`config.mk`:
```
export PLATFORM = sky130hd
export DESIGN_NAME = pfsb_status
export DESIGN_NICKNAME = d
export VERILOG_FILES = /design/src/hdl/pfsb_pkg.sv /design/src/hdl/pfsb_flags.sv /design/src/hdl/pfsb_status.sv
export SDC_FILE = /design/constraint.sdc
export NUM_CORES = 1
export LEC_CHECK = 0
export BUFFER_PORTS_ARGS = -buffer_cell sky130_fd_sc_hd__buf_2
export CELL_PAD_IN_SITES_DETAIL_PLACEMENT = 1
export CELL_PAD_IN_SITES_GLOBAL_PLACEMENT = 1
export CORE_MARGIN = 2
export CORE_UTILIZATION = 40
export DETAILED_ROUTE_END_ITERATION = 10
export PLACE_DENSITY_LB_ADDON = 0.1
export SYNTH_ARGS = -nofsm -noshare
export SYNTH_HDL_FRONTEND = slang
export SYNTH_SLANG_ARGS = --single-unit
```
`constraint.sdc`:
```
create_clock -name clk -period 4.5 [get_ports clk]
set_clock_uncertainty 0.2 [all_clocks]
set_input_delay 0.225 -clock clk [delete_from_list [all_inputs] [get_ports clk]]
set_output_delay 0.225 -clock clk [all_outputs]
set_load 0.05 [all_outputs]
```
`src/hdl/pfsb_pkg.sv`:
```
/*
 * Shared constants and types of the fault-status byte block: command codes, bit
 * positions, supported-bit masks, reset values and the link state machine states.
 * Assumes nothing of its surroundings; imported whole by every design module.
 */
package pfsb_pkg;

   // ************************************************************
   // Command codes of the three status bytes and of the clear
   // ************************************************************
   localparam logic [7:0] OFS_VOUT_STATUS  = 8'h7a;
   localparam logic [7:0] OFS_IOUT_STATUS  = 8'h7b;
   localparam logic [7:0] OFS_INPUT_STATUS = 8'h7c;
   localparam logic [7:0] CMD_CLEAR_FAULTS = 8'h03;  // Send-byte clear of every latched flag
   localparam logic [6:0] DEV_ADDR         = 7'h24;  // Arbitrary value, set per board

   // ************************************************************
   // Field positions
   // ************************************************************
   localparam int OV_FAULT_BIT = 7;
   localparam int LOW_IN_BIT   = 3;
   localparam int NUM_PHASES   = 2;
   localparam int NUM_OVP_SRC  = 3;  // Fixed, tracking, prebiased

   // ************************************************************
   // Supported latched bits; all others read as zero except live input bit 3
   // ************************************************************
   localparam logic [7:0] SUPP_VOUT   = 8'hfc;
   localparam logic [7:0] SUPP_IOUT   = 8'hb0;
   localparam logic [7:0] SUPP_INPUT  = 8'ha0;
   localparam logic [7:0] ALERT_VOUT  = 8'h7c;  // Output bits besides the overvoltage fault
   localparam logic [2:0] SUPP_OVPSRC = 3'h7;

   // ************************************************************
   // Reset values and counts
   // ************************************************************
   localparam logic [7:0] RST_FLAGS   = 8'h00;
   localparam logic       RST_LOW_IN  = 1'b1;   // Input reads low until the first sample
   localparam logic [2:0] BIT_LAST    = 3'h7;   // Index of the eighth bit of a byte
   localparam logic [1:0] RST_SYNC    = 2'h0;

   typedef enum logic [2:0] {
      PFSB_IDLE, PFSB_ADDR, PFSB_CMD, PFSB_WDATA, PFSB_ACK, PFSB_RDATA, PFSB_RREL
   } pfsb_state_t;

endpackage

```
`src/hdl/pfsb_flags.sv`:
```
/*
 * One byte (or narrower) of latched write-one-to-clear flags.
 * Assumes set and clear come from logic on the same clock; unsupported bits are
 * held at zero by the SUPP parameter.
 */
`timescale 1ns/100ps

module pfsb_flags
   import pfsb_pkg::*;
#(
   parameter int           W    = 8,
   parameter logic [W-1:0] SUPP = '1
) (
   input  wire logic         clk,
   input  wire logic         rst_n,
   input  wire logic [W-1:0] set,
   input  wire logic [W-1:0] clr,
   output logic      [W-1:0] q
);

   logic [W-1:0] q_d;

   // Set beats clear in the same cycle so no event is lost; zero bits of clr hold
   always_comb begin
      q_d = ((q & ~clr) | set) & SUPP;
   end

   always_ff @(posedge clk or negedge rst_n) begin
      if (!rst_n) begin
         q <= '0;
      end else begin
         q <= q_d;
      end
   end

   // ************************************************************
   // Checks
   // ************************************************************
   property p_set_wins;
      @(posedge clk) disable iff (!rst_n)
      (set != '0) |=> ((q & $past(set) & SUPP) == ($past(set) & SUPP));
   endproperty
   a_set_wins: assert property (p_set_wins) else $error("flag set lost");

   property p_clr_one;
      @(posedge clk) disable iff (!rst_n)
      ((clr & ~set) != '0) |=> ((q & $past(clr) & ~$past(set)) == '0);
   endproperty
   a_clr_one: assert property (p_clr_one) else $error("flag not cleared");

   property p_hold;
      @(posedge clk) disable iff (!rst_n)
      (set == '0 && clr == '0) |=> (q == $past(q));
   endproperty
   a_hold: assert property (p_hold) else $error("flag changed without cause");

   property p_unsupp;
      @(posedge clk) disable iff (!rst_n)
      (q & ~SUPP) == '0;
   endproperty
   a_unsupp: assert property (p_unsupp) else $error("unsupported bit set");

endmodule

```
`src/hdl/pfsb_status.sv`:
```
/*
 * Fault-status bytes for output voltage, output current and input, reached by
 * read-byte / write-byte / send-byte transactions on a two-wire management link.
 * Assumes fault detectors and mask sources run on clk; scl/sda are asynchronous
 * pins and are synchronised here. The bench resolves the open-drain sda wire.
 */
`timescale 1ns/100ps

// Contract
// - Each status register is one byte, read and written by byte transactions.
// - Latched flags clear on written 1 or on the clear-faults command.
// - Output-voltage bit 7 latches output overvoltage fault; resets to 0.
// - Output-voltage bit 6 latches output overvoltage warning.
// - Output-voltage bit 5 latches output undervoltage warning.
// - Output-voltage bit 4 latches output undervoltage fault.
// - Output-voltage bit 3 latches setpoint outside min/max limits.
// - Output-voltage bit 2 latches turn-on timeout.
// - Output-voltage bits 1:0 are read-only zero.
// - Overvoltage fault mask covers three sources, each also separately maskable.
// - Every alerting status bit has its own mask bit; both phases share one mask bit per current or input bit.
// - Output-current bit 7 latches overcurrent fault.
// - Output-current bit 5 latches overcurrent warning.
// - Output-current bit 4 latches undercurrent fault, cleared by written 1.
// - Output-current bit 6 and bits 3:0 are read-only zero.
// - Input bit 7 latches input overvoltage fault.
// - Input bit 5 latches input undervoltage warning.
// - Input bit 3 is live: 1 while input is below its on level.
// - Input bits 6, 4 and 2:0 are read-only zero.
// - Summary bits 15:13 report any flag in the three bytes.
// - Live low-input bit never raises alert and is set after reset.
// - Input undervoltage warning masked until input first exceeds on level.
module pfsb_status
   import pfsb_pkg::*;
(
   input  wire logic                  clk,
   input  wire logic                  rstn,
   input  wire logic                  scl_i,
   input  wire logic                  sda_i,
   output logic                       sda_o,
   output logic                       sda_oe,
   input  wire logic                  phase_sel,
   input  wire logic [NUM_OVP_SRC-1:0] ovp_src,
   input  wire logic                  out_overvolt_warn,
   input  wire logic                  out_undervolt_warn,
   input  wire logic                  out_undervolt_fault,
   input  wire logic                  out_setpoint_limit_violation,
   input  wire logic                  turn_on_timeout,
   input  wire logic [NUM_PHASES-1:0] out_overcurrent_fault,
   input  wire logic [NUM_PHASES-1:0] out_overcurrent_warn,
   input  wire logic [NUM_PHASES-1:0] out_undercurrent_fault,
   input  wire logic [NUM_PHASES-1:0] in_overvolt_fault,
   input  wire logic [NUM_PHASES-1:0] in_undervolt_warn,
   input  wire logic                  input_below_on_level,
   input  wire logic [7:0]            alert_suppress_vout,
   input  wire logic [7:0]            alert_suppress_iout,
   input  wire logic [7:0]            alert_suppress_input,
   input  wire logic [NUM_OVP_SRC-1:0] alert_suppress_ext_cmd,
   output logic                       alert_req,
   output logic [2:0]                 status_summary
);

   // ************************************************************
   // Reset release and pin synchronisers
   // ************************************************************
   logic [1:0] rst_sync_q;
   logic       rst_n;
   logic [1:0] scl_sync_q;
   logic [1:0] sda_sync_q;
   logic       scl_p_q;
   logic       sda_p_q;

   // Reset enters asynchronously but is released on a clock edge
   always_ff @(posedge clk or negedge rstn) begin
      if (!rstn) begin
         rst_sync_q <= RST_SYNC;
      end else begin
         rst_sync_q <= {rst_sync_q[0], 1'b1};
      end
   end
   assign rst_n = rst_sync_q[1];

   // Two stages on each pin; the third copy is only for edge detection
   always_ff @(posedge clk or negedge rst_n) begin
      if (!rst_n) begin
         scl_sync_q <= 2'h3;
         sda_sync_q <= 2'h3;
         scl_p_q    <= 1'b1;
         sda_p_q    <= 1'b1;
      end else begin
         scl_sync_q <= {scl_sync_q[0], scl_i};
         sda_sync_q <= {sda_sync_q[0], sda_i};
         scl_p_q    <= scl_sync_q[1];
         sda_p_q    <= sda_sync_q[1];
      end
   end

   logic scl_s, sda_s, scl_rise, scl_fall, start_ev, stop_ev;
   assign scl_s    = scl_sync_q[1];
   assign sda_s    = sda_sync_q[1];
   assign scl_rise = scl_s & ~scl_p_q;
   assign scl_fall = ~scl_s & scl_p_q;
   assign start_ev = scl_s & scl_p_q & sda_p_q & ~sda_s;
   assign stop_ev  = scl_s & scl_p_q & ~sda_p_q & sda_s;

   // ************************************************************
   // Link state machine: address, command, data and acknowledge
   // ************************************************************
   pfsb_state_t st_q, st_d, nxt_q, nxt_d;
   logic [2:0]  cnt_q, cnt_d;
   logic [7:0]  sh_q, sh_d, cmd_q, cmd_d, byte_in, rd_byte;
   logic        oe_q, oe_d, ack_q, ack_d, wstb_q, wstb_d, cf_q, cf_d, cfp_q, cfp_d;

   assign byte_in = {sh_q[6:0], sda_s};

   // Only one byte per transaction is supported; further bytes are not acknowledged
   always_comb begin
      st_d = st_q;
      nxt_d = nxt_q;
      cnt_d = cnt_q;
      sh_d = sh_q;
      cmd_d = cmd_q;
      oe_d = oe_q;
      ack_d = ack_q;
      wstb_d = 1'b0;
      cf_d = 1'b0;
      cfp_d = cfp_q;
      if (stop_ev) begin
         st_d  = PFSB_IDLE;
         oe_d  = 1'b0;
         ack_d = 1'b0;
         cf_d  = cfp_q;
         cfp_d = 1'b0;
      end else if (start_ev) begin
         st_d  = PFSB_ADDR;
         cnt_d = '0;
         oe_d  = 1'b0;
         ack_d = 1'b0;
      end else begin
         case (st_q)
            PFSB_ADDR, PFSB_CMD, PFSB_WDATA: begin
               if (scl_rise) begin
                  sh_d  = byte_in;
                  cnt_d = cnt_q + 3'h1;
                  if (cnt_q == BIT_LAST) begin
                     st_d = PFSB_IDLE;
                     if (st_q == PFSB_ADDR && byte_in[7:1] == DEV_ADDR) begin
                        st_d  = PFSB_ACK;
                        nxt_d = byte_in[0] ? PFSB_RDATA : PFSB_CMD;
                     end else if (st_q == PFSB_CMD) begin
                        cmd_d = byte_in;
                        if (byte_in == CMD_CLEAR_FAULTS ||
                            (byte_in >= OFS_VOUT_STATUS && byte_in <= OFS_INPUT_STATUS)) begin
                           st_d  = PFSB_ACK;
                           nxt_d = PFSB_WDATA;
                           cfp_d = (byte_in == CMD_CLEAR_FAULTS);
                        end
                     end else if (st_q == PFSB_WDATA) begin
                        st_d   = PFSB_ACK;
                        nxt_d  = PFSB_IDLE;
                        wstb_d = 1'b1;
                        cfp_d  = 1'b0;
                     end
                  end
               end
            end
            PFSB_ACK: begin
               if (scl_fall) begin
                  if (!ack_q) begin
                     oe_d  = 1'b1;
                     ack_d = 1'b1;
                  end else begin
                     ack_d = 1'b0;
                     cnt_d = '0;
                     st_d  = nxt_q;
                     oe_d  = 1'b0;
                     if (nxt_q == PFSB_RDATA) begin
                        oe_d = ~rd_byte[7];
                        sh_d = {rd_byte[6:0], 1'b0};
                     end
                  end
               end
            end
            PFSB_RDATA: begin
               if (scl_rise) begin
                  cnt_d = cnt_q + 3'h1;
                  if (cnt_q == BIT_LAST) begin
                     st_d = PFSB_RREL;
                  end
               end else if (scl_fall) begin
                  oe_d = ~sh_q[7];
                  sh_d = {sh_q[6:0], 1'b0};
               end
            end
            PFSB_RREL: begin
               if (scl_fall) begin
                  oe_d = 1'b0;
                  st_d = PFSB_IDLE;
               end
            end
            default: begin
               st_d = PFSB_IDLE;
            end
         endcase
      end
   end

   always_ff @(posedge clk or negedge rst_n) begin
      if (!rst_n) begin
         st_q   <= PFSB_IDLE;
         nxt_q  <= PFSB_IDLE;
         cnt_q  <= '0;
         sh_q   <= RST_FLAGS;
         cmd_q  <= RST_FLAGS;
         oe_q   <= 1'b0;
         ack_q  <= 1'b0;
         wstb_q <= 1'b0;
         cf_q   <= 1'b0;
         cfp_q  <= 1'b0;
      end else begin
         st_q   <= st_d;
         nxt_q  <= nxt_d;
         cnt_q  <= cnt_d;
         sh_q   <= sh_d;
         cmd_q  <= cmd_d;
         oe_q   <= oe_d;
         ack_q  <= ack_d;
         wstb_q <= wstb_d;
         cf_q   <= cf_d;
         cfp_q  <= cfp_d;
      end
   end

   assign sda_oe = oe_q;
   assign sda_o  = 1'b0;  // Open drain: only ever pulls low

   // ************************************************************
   // Latched flag bytes
   // ************************************************************
   logic [7:0]             vout_q, clr_v, clr_i, clr_in;
   logic [NUM_OVP_SRC-1:0] ovps_q;
   logic [7:0]             iout_q [NUM_PHASES];
   logic [7:0]             inp_q  [NUM_PHASES];
   logic                   low_in_q, armed_q;

   // Written ones clear only the addressed byte of the selected phase
   always_comb begin
      clr_v  = {8{cf_q}} | ((wstb_q && cmd_q == OFS_VOUT_STATUS) ? sh_q : 8'h00);
      clr_i  = (wstb_q && cmd_q == OFS_IOUT_STATUS) ? sh_q : 8'h00;
      clr_in = (wstb_q && cmd_q == OFS_INPUT_STATUS) ? sh_q : 8'h00;
   end

   pfsb_flags #(.W(8), .SUPP(SUPP_VOUT)) u_vout (
      .clk   (clk),
      .rst_n (rst_n),
      .set   ({|ovp_src,
               out_overvolt_warn,
               out_undervolt_warn,
               out_undervolt_fault,
               out_setpoint_limit_violation,
               turn_on_timeout,
               2'h0}),
      .clr   (clr_v),
      .q     (vout_q)
   );

   // Source record behind the overvoltage fault, cleared with that bit
   pfsb_flags #(.W(NUM_OVP_SRC), .SUPP(SUPP_OVPSRC)) u_ovps (
      .clk   (clk),
      .rst_n (rst_n),
      .set   (ovp_src),
      .clr   ({NUM_OVP_SRC{clr_v[OV_FAULT_BIT]}}),
      .q     (ovps_q)
   );

   // One current byte and one input byte per phase
   for (genvar p = 0; p < NUM_PHASES; p++) begin : g_phase
      logic sel;
      assign sel = (phase_sel == 1'(p));
      pfsb_flags #(.W(8), .SUPP(SUPP_IOUT)) u_iout (
         .clk   (clk),
         .rst_n (rst_n),
         .set   ({out_overcurrent_fault[p],
                  1'b0,
                  out_overcurrent_warn[p],
                  out_undercurrent_fault[p],
                  4'h0}),
         .clr   ({8{cf_q}} | (sel ? clr_i : 8'h00)),
         .q     (iout_q[p])
      );
      pfsb_flags #(.W(8), .SUPP(SUPP_INPUT)) u_inp (
         .clk   (clk),
         .rst_n (rst_n),
         .set   ({in_overvolt_fault[p],
                  1'b0,
                  in_undervolt_warn[p] & armed_q,
                  5'h00}),
         .clr   ({8{cf_q}} | (sel ? clr_in : 8'h00)),
         .q     (inp_q[p])
      );
   end

   // ************************************************************
   // Live input level, read mux, summary and alert
   // ************************************************************
   logic       low_in_d, armed_d, alert_d;
   logic [2:0] sum_d;

   // Alert ORs every phase; the live bit is deliberately left out of it
   always_comb begin
      low_in_d = input_below_on_level;
      armed_d  = armed_q | ~input_below_on_level;
      case (cmd_q)
         OFS_VOUT_STATUS:  rd_byte = vout_q;
         OFS_IOUT_STATUS:  rd_byte = iout_q[phase_sel];
         OFS_INPUT_STATUS: rd_byte = inp_q[phase_sel] | ({7'h00, low_in_q} << LOW_IN_BIT);
         default:          rd_byte = 8'h00;
      endcase
      sum_d = {|vout_q, |iout_q[phase_sel], |inp_q[phase_sel]};
      alert_d = (|(vout_q & ~alert_suppress_vout & ALERT_VOUT)) |
                (vout_q[OV_FAULT_BIT] & ~alert_suppress_vout[OV_FAULT_BIT] &
                 (|(ovps_q & ~alert_suppress_ext_cmd)));
      for (int p = 0; p < NUM_PHASES; p++) begin
         alert_d = alert_d | (|(iout_q[p] & ~alert_suppress_iout)) |
                   (|(inp_q[p] & ~alert_suppress_input));
      end
   end

   always_ff @(posedge clk or negedge rst_n) begin
      if (!rst_n) begin
         low_in_q       <= RST_LOW_IN;
         armed_q        <= 1'b0;
         status_summary <= 3'h0;
         alert_req      <= 1'b0;
      end else begin
         low_in_q       <= low_in_d;
         armed_q        <= armed_d;
         status_summary <= sum_d;
         alert_req      <= alert_d;
      end
   end

   // ************************************************************
   // Checks
   // ************************************************************
   property p_ovf_latch;
      @(posedge clk) disable iff (!rst_n)
      (|ovp_src) |=> vout_q[7] ##1 (vout_q[7] || $past(clr_v[7]));
   endproperty
   a_ovf_latch: assert property (p_ovf_latch) else $error("overvoltage not latched");

   property p_ton_latch;
      @(posedge clk) disable iff (!rst_n)
      turn_on_timeout |=> vout_q[2];
   endproperty
   a_ton_latch: assert property (p_ton_latch) else $error("timeout not latched");

   property p_oc_latch;
      @(posedge clk) disable iff (!rst_n)
      out_overcurrent_fault[1] |=> iout_q[1][7];
   endproperty
   a_oc_latch: assert property (p_oc_latch) else $error("overcurrent not latched");

   property p_live;
      @(posedge clk) disable iff (!rst_n)
      ##1 (low_in_q == $past(input_below_on_level));
   endproperty
   a_live: assert property (p_live) else $error("live input bit stale");

   property p_live_quiet;
      @(posedge clk) disable iff (!rst_n)
      (vout_q == 8'h00 && iout_q[0] == 8'h00 && iout_q[1] == 8'h00 &&
       inp_q[0] == 8'h00 && inp_q[1] == 8'h00) |=> !alert_req;
   endproperty
   a_live_quiet: assert property (p_live_quiet) else $error("alert without flag");

   property p_uvw_gate;
      @(posedge clk) disable iff (!rst_n)
      (!armed_q && !inp_q[0][5]) |=> !inp_q[0][5];
   endproperty
   a_uvw_gate: assert property (p_uvw_gate) else $error("warning before arming");

   property p_summary;
      @(posedge clk) disable iff (!rst_n)
      (vout_q != 8'h00) |=> status_summary[2];
   endproperty
   a_summary: assert property (p_summary) else $error("summary missed");

   property p_ext_mask;
      @(posedge clk) disable iff (!rst_n)
      (vout_q[7] && !alert_suppress_vout[7] && ovps_q[0] && !alert_suppress_ext_cmd[0])
      |=> alert_req;
   endproperty
   a_ext_mask: assert property (p_ext_mask) else $error("unmasked source no alert");

   property p_ack_drive;
      @(posedge clk) disable iff (!rst_n)
      (st_q == PFSB_ACK && scl_fall && !ack_q && !start_ev && !stop_ev) |=> sda_oe;
   endproperty
   a_ack_drive: assert property (p_ack_drive) else $error("no acknowledge");

   c_read:  cover property (@(posedge clk) disable iff (!rst_n) st_q == PFSB_RREL);
   c_clear: cover property (@(posedge clk) disable iff (!rst_n) cf_q);
   c_write: cover property (@(posedge clk) disable iff (!rst_n) wstb_q);
   c_alert: cover property (@(posedge clk) disable iff (!rst_n) $rose(alert_req));

endmodule

```
==> results.sh <==
export IMPL_end_kind="register"
export IMPL_areaGrowthSynthToFinish_pct=21.9
export IMPL_synth_seq_cells=63
export IMPL_cp_data_arrival_time_ns=2.28
export IMPL_fin_crit_ns=2.25
export IMPL_first_pass_iters=4
export IMPL_power_density_nw_per_um2=309
export IMPL_grt_total_usage_pct=21.3
export IMPL_power_frac_comb_pct=6.9
export IMPL_synth_compound_area_share_pct=17.4
export IMPL_die_w_microns=94.2
export IMPL_synthFlopType="dfrtp_1"
export IMPL_ios=57
export IMPL_yosysTopAreaCell="dfrtp_1"
export IMPL_syn_inst=303
export IMPL_seq_area_sq_um=1590
export IMPL_async_reset_ff_share_pct=100
export IMPL_swShare_pct=24.0
export IMPL_synthMuxAreaShare_pct=7.30
export IMPL_rsz0062_at_grt="false"
export IMPL_routed_wl_microns=8830
export IMPL_antenna_found_initial=0
export IMPL_path_depth=3
export IMPL_cp_slowest_cell="dfrtp_1"
export IMPL_p_clk_share_pct=44.7
export IMPL_slowest_delay_ns=0.60
export IMPL_ys_top_cells_by_count="dfrtp_1, nand2_1, nor2_1"
export IMPL_diodes=0
export IMPL_cts_tree="done"
export IMPL_synth_top_family_by_area="simple AND/OR/NAND/NOR gates"
export IMPL_cts_sinks=63
export IMPL_ant_nets=0
export IMPL_max_cap_violations=0
export IMPL_layout_drive_gt1_share_pct=24.3
export IMPL_fmax_ghz=0.444
export IMPL_clkSlewWorstSetupHoldPaths_ns=0.08
export IMPL_wl_per_cell_microns=18.7
export IMPL_dieArea_sq_um=8880
export IMPL_grt_first_pass_wirelength_microns=14300
export IMPL_setup_worst_path_start="st_q[2]$_DFFE_PN0P_"
export IMPL_clockRootBuffer="clkbuf_8"
export IMPL_ys_warn_count=0
export IMPL_maxSlewHeadroom_pct=48.3
export IMPL_cts_buffer_depth=2
export IMPL_numCtsBuffers=9
export IMPL_p_sw_uw=294
export IMPL_initial_utilization_pct=41.7
export IMPL_ctsResizeCount=0
export IMPL_path_buf_inv=0
export IMPL_vias=2695
export IMPL_yosys_area_share_xor_xnor_pct=0.538
export IMPL_maxSlewViolCount=0
export IMPL_drc=0
export IMPL_hold_class="primary input to register"
export IMPL_cp_endpoint="cmd_q[4]$_DFFE_PN0P_"
export IMPL_grt_overflow=0
export IMPL_fp_coreArea_sq_um=7810
export IMPL_yosys_top_cells_area="dfrtp_1, dfstp_2, mux2_2, nand2_1, mux2i_1"
export IMPL_dp_hpwl_microns=6040
export IMPL_synth_most_common_cell="dfrtp_1"
export IMPL_port_buffers=42
export IMPL_status="finished, final reports clean"
export IMPL_critPathLaunchType="register"
export IMPL_critPathMaxFanout=20
export IMPL_ir_drop_mv=0.144
export IMPL_fin_ws_ns=2.25
export IMPL_grt_max_degree=62
export IMPL_r2r_end="cmd_q[4]$_DFFE_PN0P_"
export IMPL_vias_per_cell=5.71
export IMPL_power_leakage_uw=0.00159
export IMPL_insertion_delay_ns=0.35
export IMPL_yosysTopAreaCellShare_pct=43.0
export IMPL_drt_iter0_markers=79
export IMPL_fin_crit_sh_pct=50.0
export IMPL_cts_max_level=3
export IMPL_worstMarginPinSlew_ns=0.775
export IMPL_synth_area_sq_um=3260
export IMPL_crit_required_ns=4.53
export IMPL_place_congestion=0.773
export IMPL_regToRegStartpoint="st_q[2]$_DFFE_PN0P_"
export IMPL_r2r_cells=3
export IMPL_synth_distinct_cells=69
export IMPL_die_h_microns=94.2
export IMPL_finalHoldViolCount=0
export IMPL_grt_pass1_vias=2742
export IMPL_ys_seq_area_share_pct=48.7
export IMPL_setup_tns_ns=0
export IMPL_dp_slack_ns=2.29
export IMPL_path_delay_family="simple AND/OR/NAND/NOR gates"
export IMPL_p_int_uw=933
export IMPL_syn_num_nets=356
export IMPL_fillers=887
export IMPL_seqPwrFrac_pct=48.4
export IMPL_syn_area_per_cell_sq_um=10.7
export IMPL_critPathKind="register to register"
export IMPL_setup_violations=0
export IMPL_reg2reg_slack_ns=2.25
export IMPL_synthAdderAreaFrac_pct=0.769
export IMPL_fin_nets=418
export IMPL_multi_input_area_sq_um=1540
export IMPL_synth_edf_count=0
export IMPL_synth_simple_area_share_pct=21.1
export IMPL_worstPathCellList="nor2_1, nand4_1, mux2_2"
export IMPL_num_rows=32
## worst reg2reg max path, cell delays in order, from the launching register on
cell and delay (ns):
dfrtp_1 0.60, nor2_1 0.33, nand4_1 0.53, mux2_2 0.47
## how the worst min path moves through the flow
stage,start,to,cells past startpoint,slack [ns]
floorplan,rstn,rst_sync_q[0]$_DFF_PN0_,0,-0.27
global placement,rstn,rst_sync_q[0]$_DFF_PN0_,1,-0.19
detailed placement,rstn,rst_sync_q[0]$_DFF_PN0_,1,-0.19
CTS,alert_suppress_iout[5],alert_req$_DFF_PN0_,3,0.02
global route,alert_suppress_iout[5],alert_req$_DFF_PN0_,3,0.08
finish,alert_suppress_iout[5],alert_req$_DFF_PN0_,3,0.03
## final cells by class
type | instances | area share, %
Sequential cell | 63 | 40.0
Multi-Input combinational cell | 212 | 38.9
Timing Repair Buffer | 66 | 11.3
Clock buffer | 11 | 3.31
Tap cell | 102 | 3.22
Clock inverter | 5 | 2.08
Inverter | 13 | 1.23
## registers in the layout, summed over array words and instances, names as in the netlist, 2 cells and up
register and flops:
sda_sync_q 2, g_phase.u_inp.q 4, cnt_q 3, cmd_q 8, rst_sync_q 2, u_vout.q 6
sh_q 8, g_phase.u_iout.q 6, u_ovps.q 3, nxt_q 3, status_summary 3, st_q 3
scl_sync_q 2
## placed cells by master, fill, tap and decap left out, types with 5 or more instances in the layout
master	count
dfrtp_1	55
buf_2	42
nand2_1	25
dlygate4sd3_1	23
nor2_1	18
mux2_2	14
inv_1	13
nand2b_1	10
clkbuf_8	9
nor2b_1	8
mux2i_1	8
a21oi_1	7
dfstp_2	7
nand4_1	6
o21ai_0	6
a21o_1	5
a31o_2	5
or4b_1	5
a32o_1	5
o311ai_0	5
## power groups by stage
stage                     clock network (uW)  logic (uW)  registers [uW]
after floorplan                            0        37.3             604
after global placement                     0        67.0             604
after detailed placement                   0        69.0             605
after CTS                                556        85.1             594
after global routing                     580        93.4             596
final                                    549        84.1             594
## what timing repair did
item	CTS	global route
buffers inserted	0	0
hold buffers	23	0
hold endpoints to repair	25	0
## metal layers
| layer | vias to the layer above | share of wire (%) | global-route usage (%) |
|---|---|---|---|
| li1 | 1274 | - | - |
| met1 | 1353 | 45 | 27.1 |
| met2 | 54 | 50 | 35.8 |
| met3 | 14 | 3.1 | 3.45 |
| met4 | 0 | 1.8 | 9.06 |
| met5 | - | 0 | 0 |
## stage by stage
stage               cells  power [uW]  utilization [%]  hold slack, ns  cell area, sq um
floorplan             303         641                -          -0.271              3260
global placement      433         671             45.1          -0.190              3520
detailed placement    433         674             45.1          -0.189              3520
finish                472        1230             50.8          0.0350              3970
global route          472        1270             50.8          0.0761              3970
CTS                   472        1230             50.8          0.0229              3970
## cells by family after synthesis
group           Yosys count
compound gates           71
other cells               2
buf+inv                  28
xor+xnor                  2
flops                    63
mux                      22
fa+ha+maj                 2
simple gates            113
No activity file was read; power rests on OpenSTA's default activity.
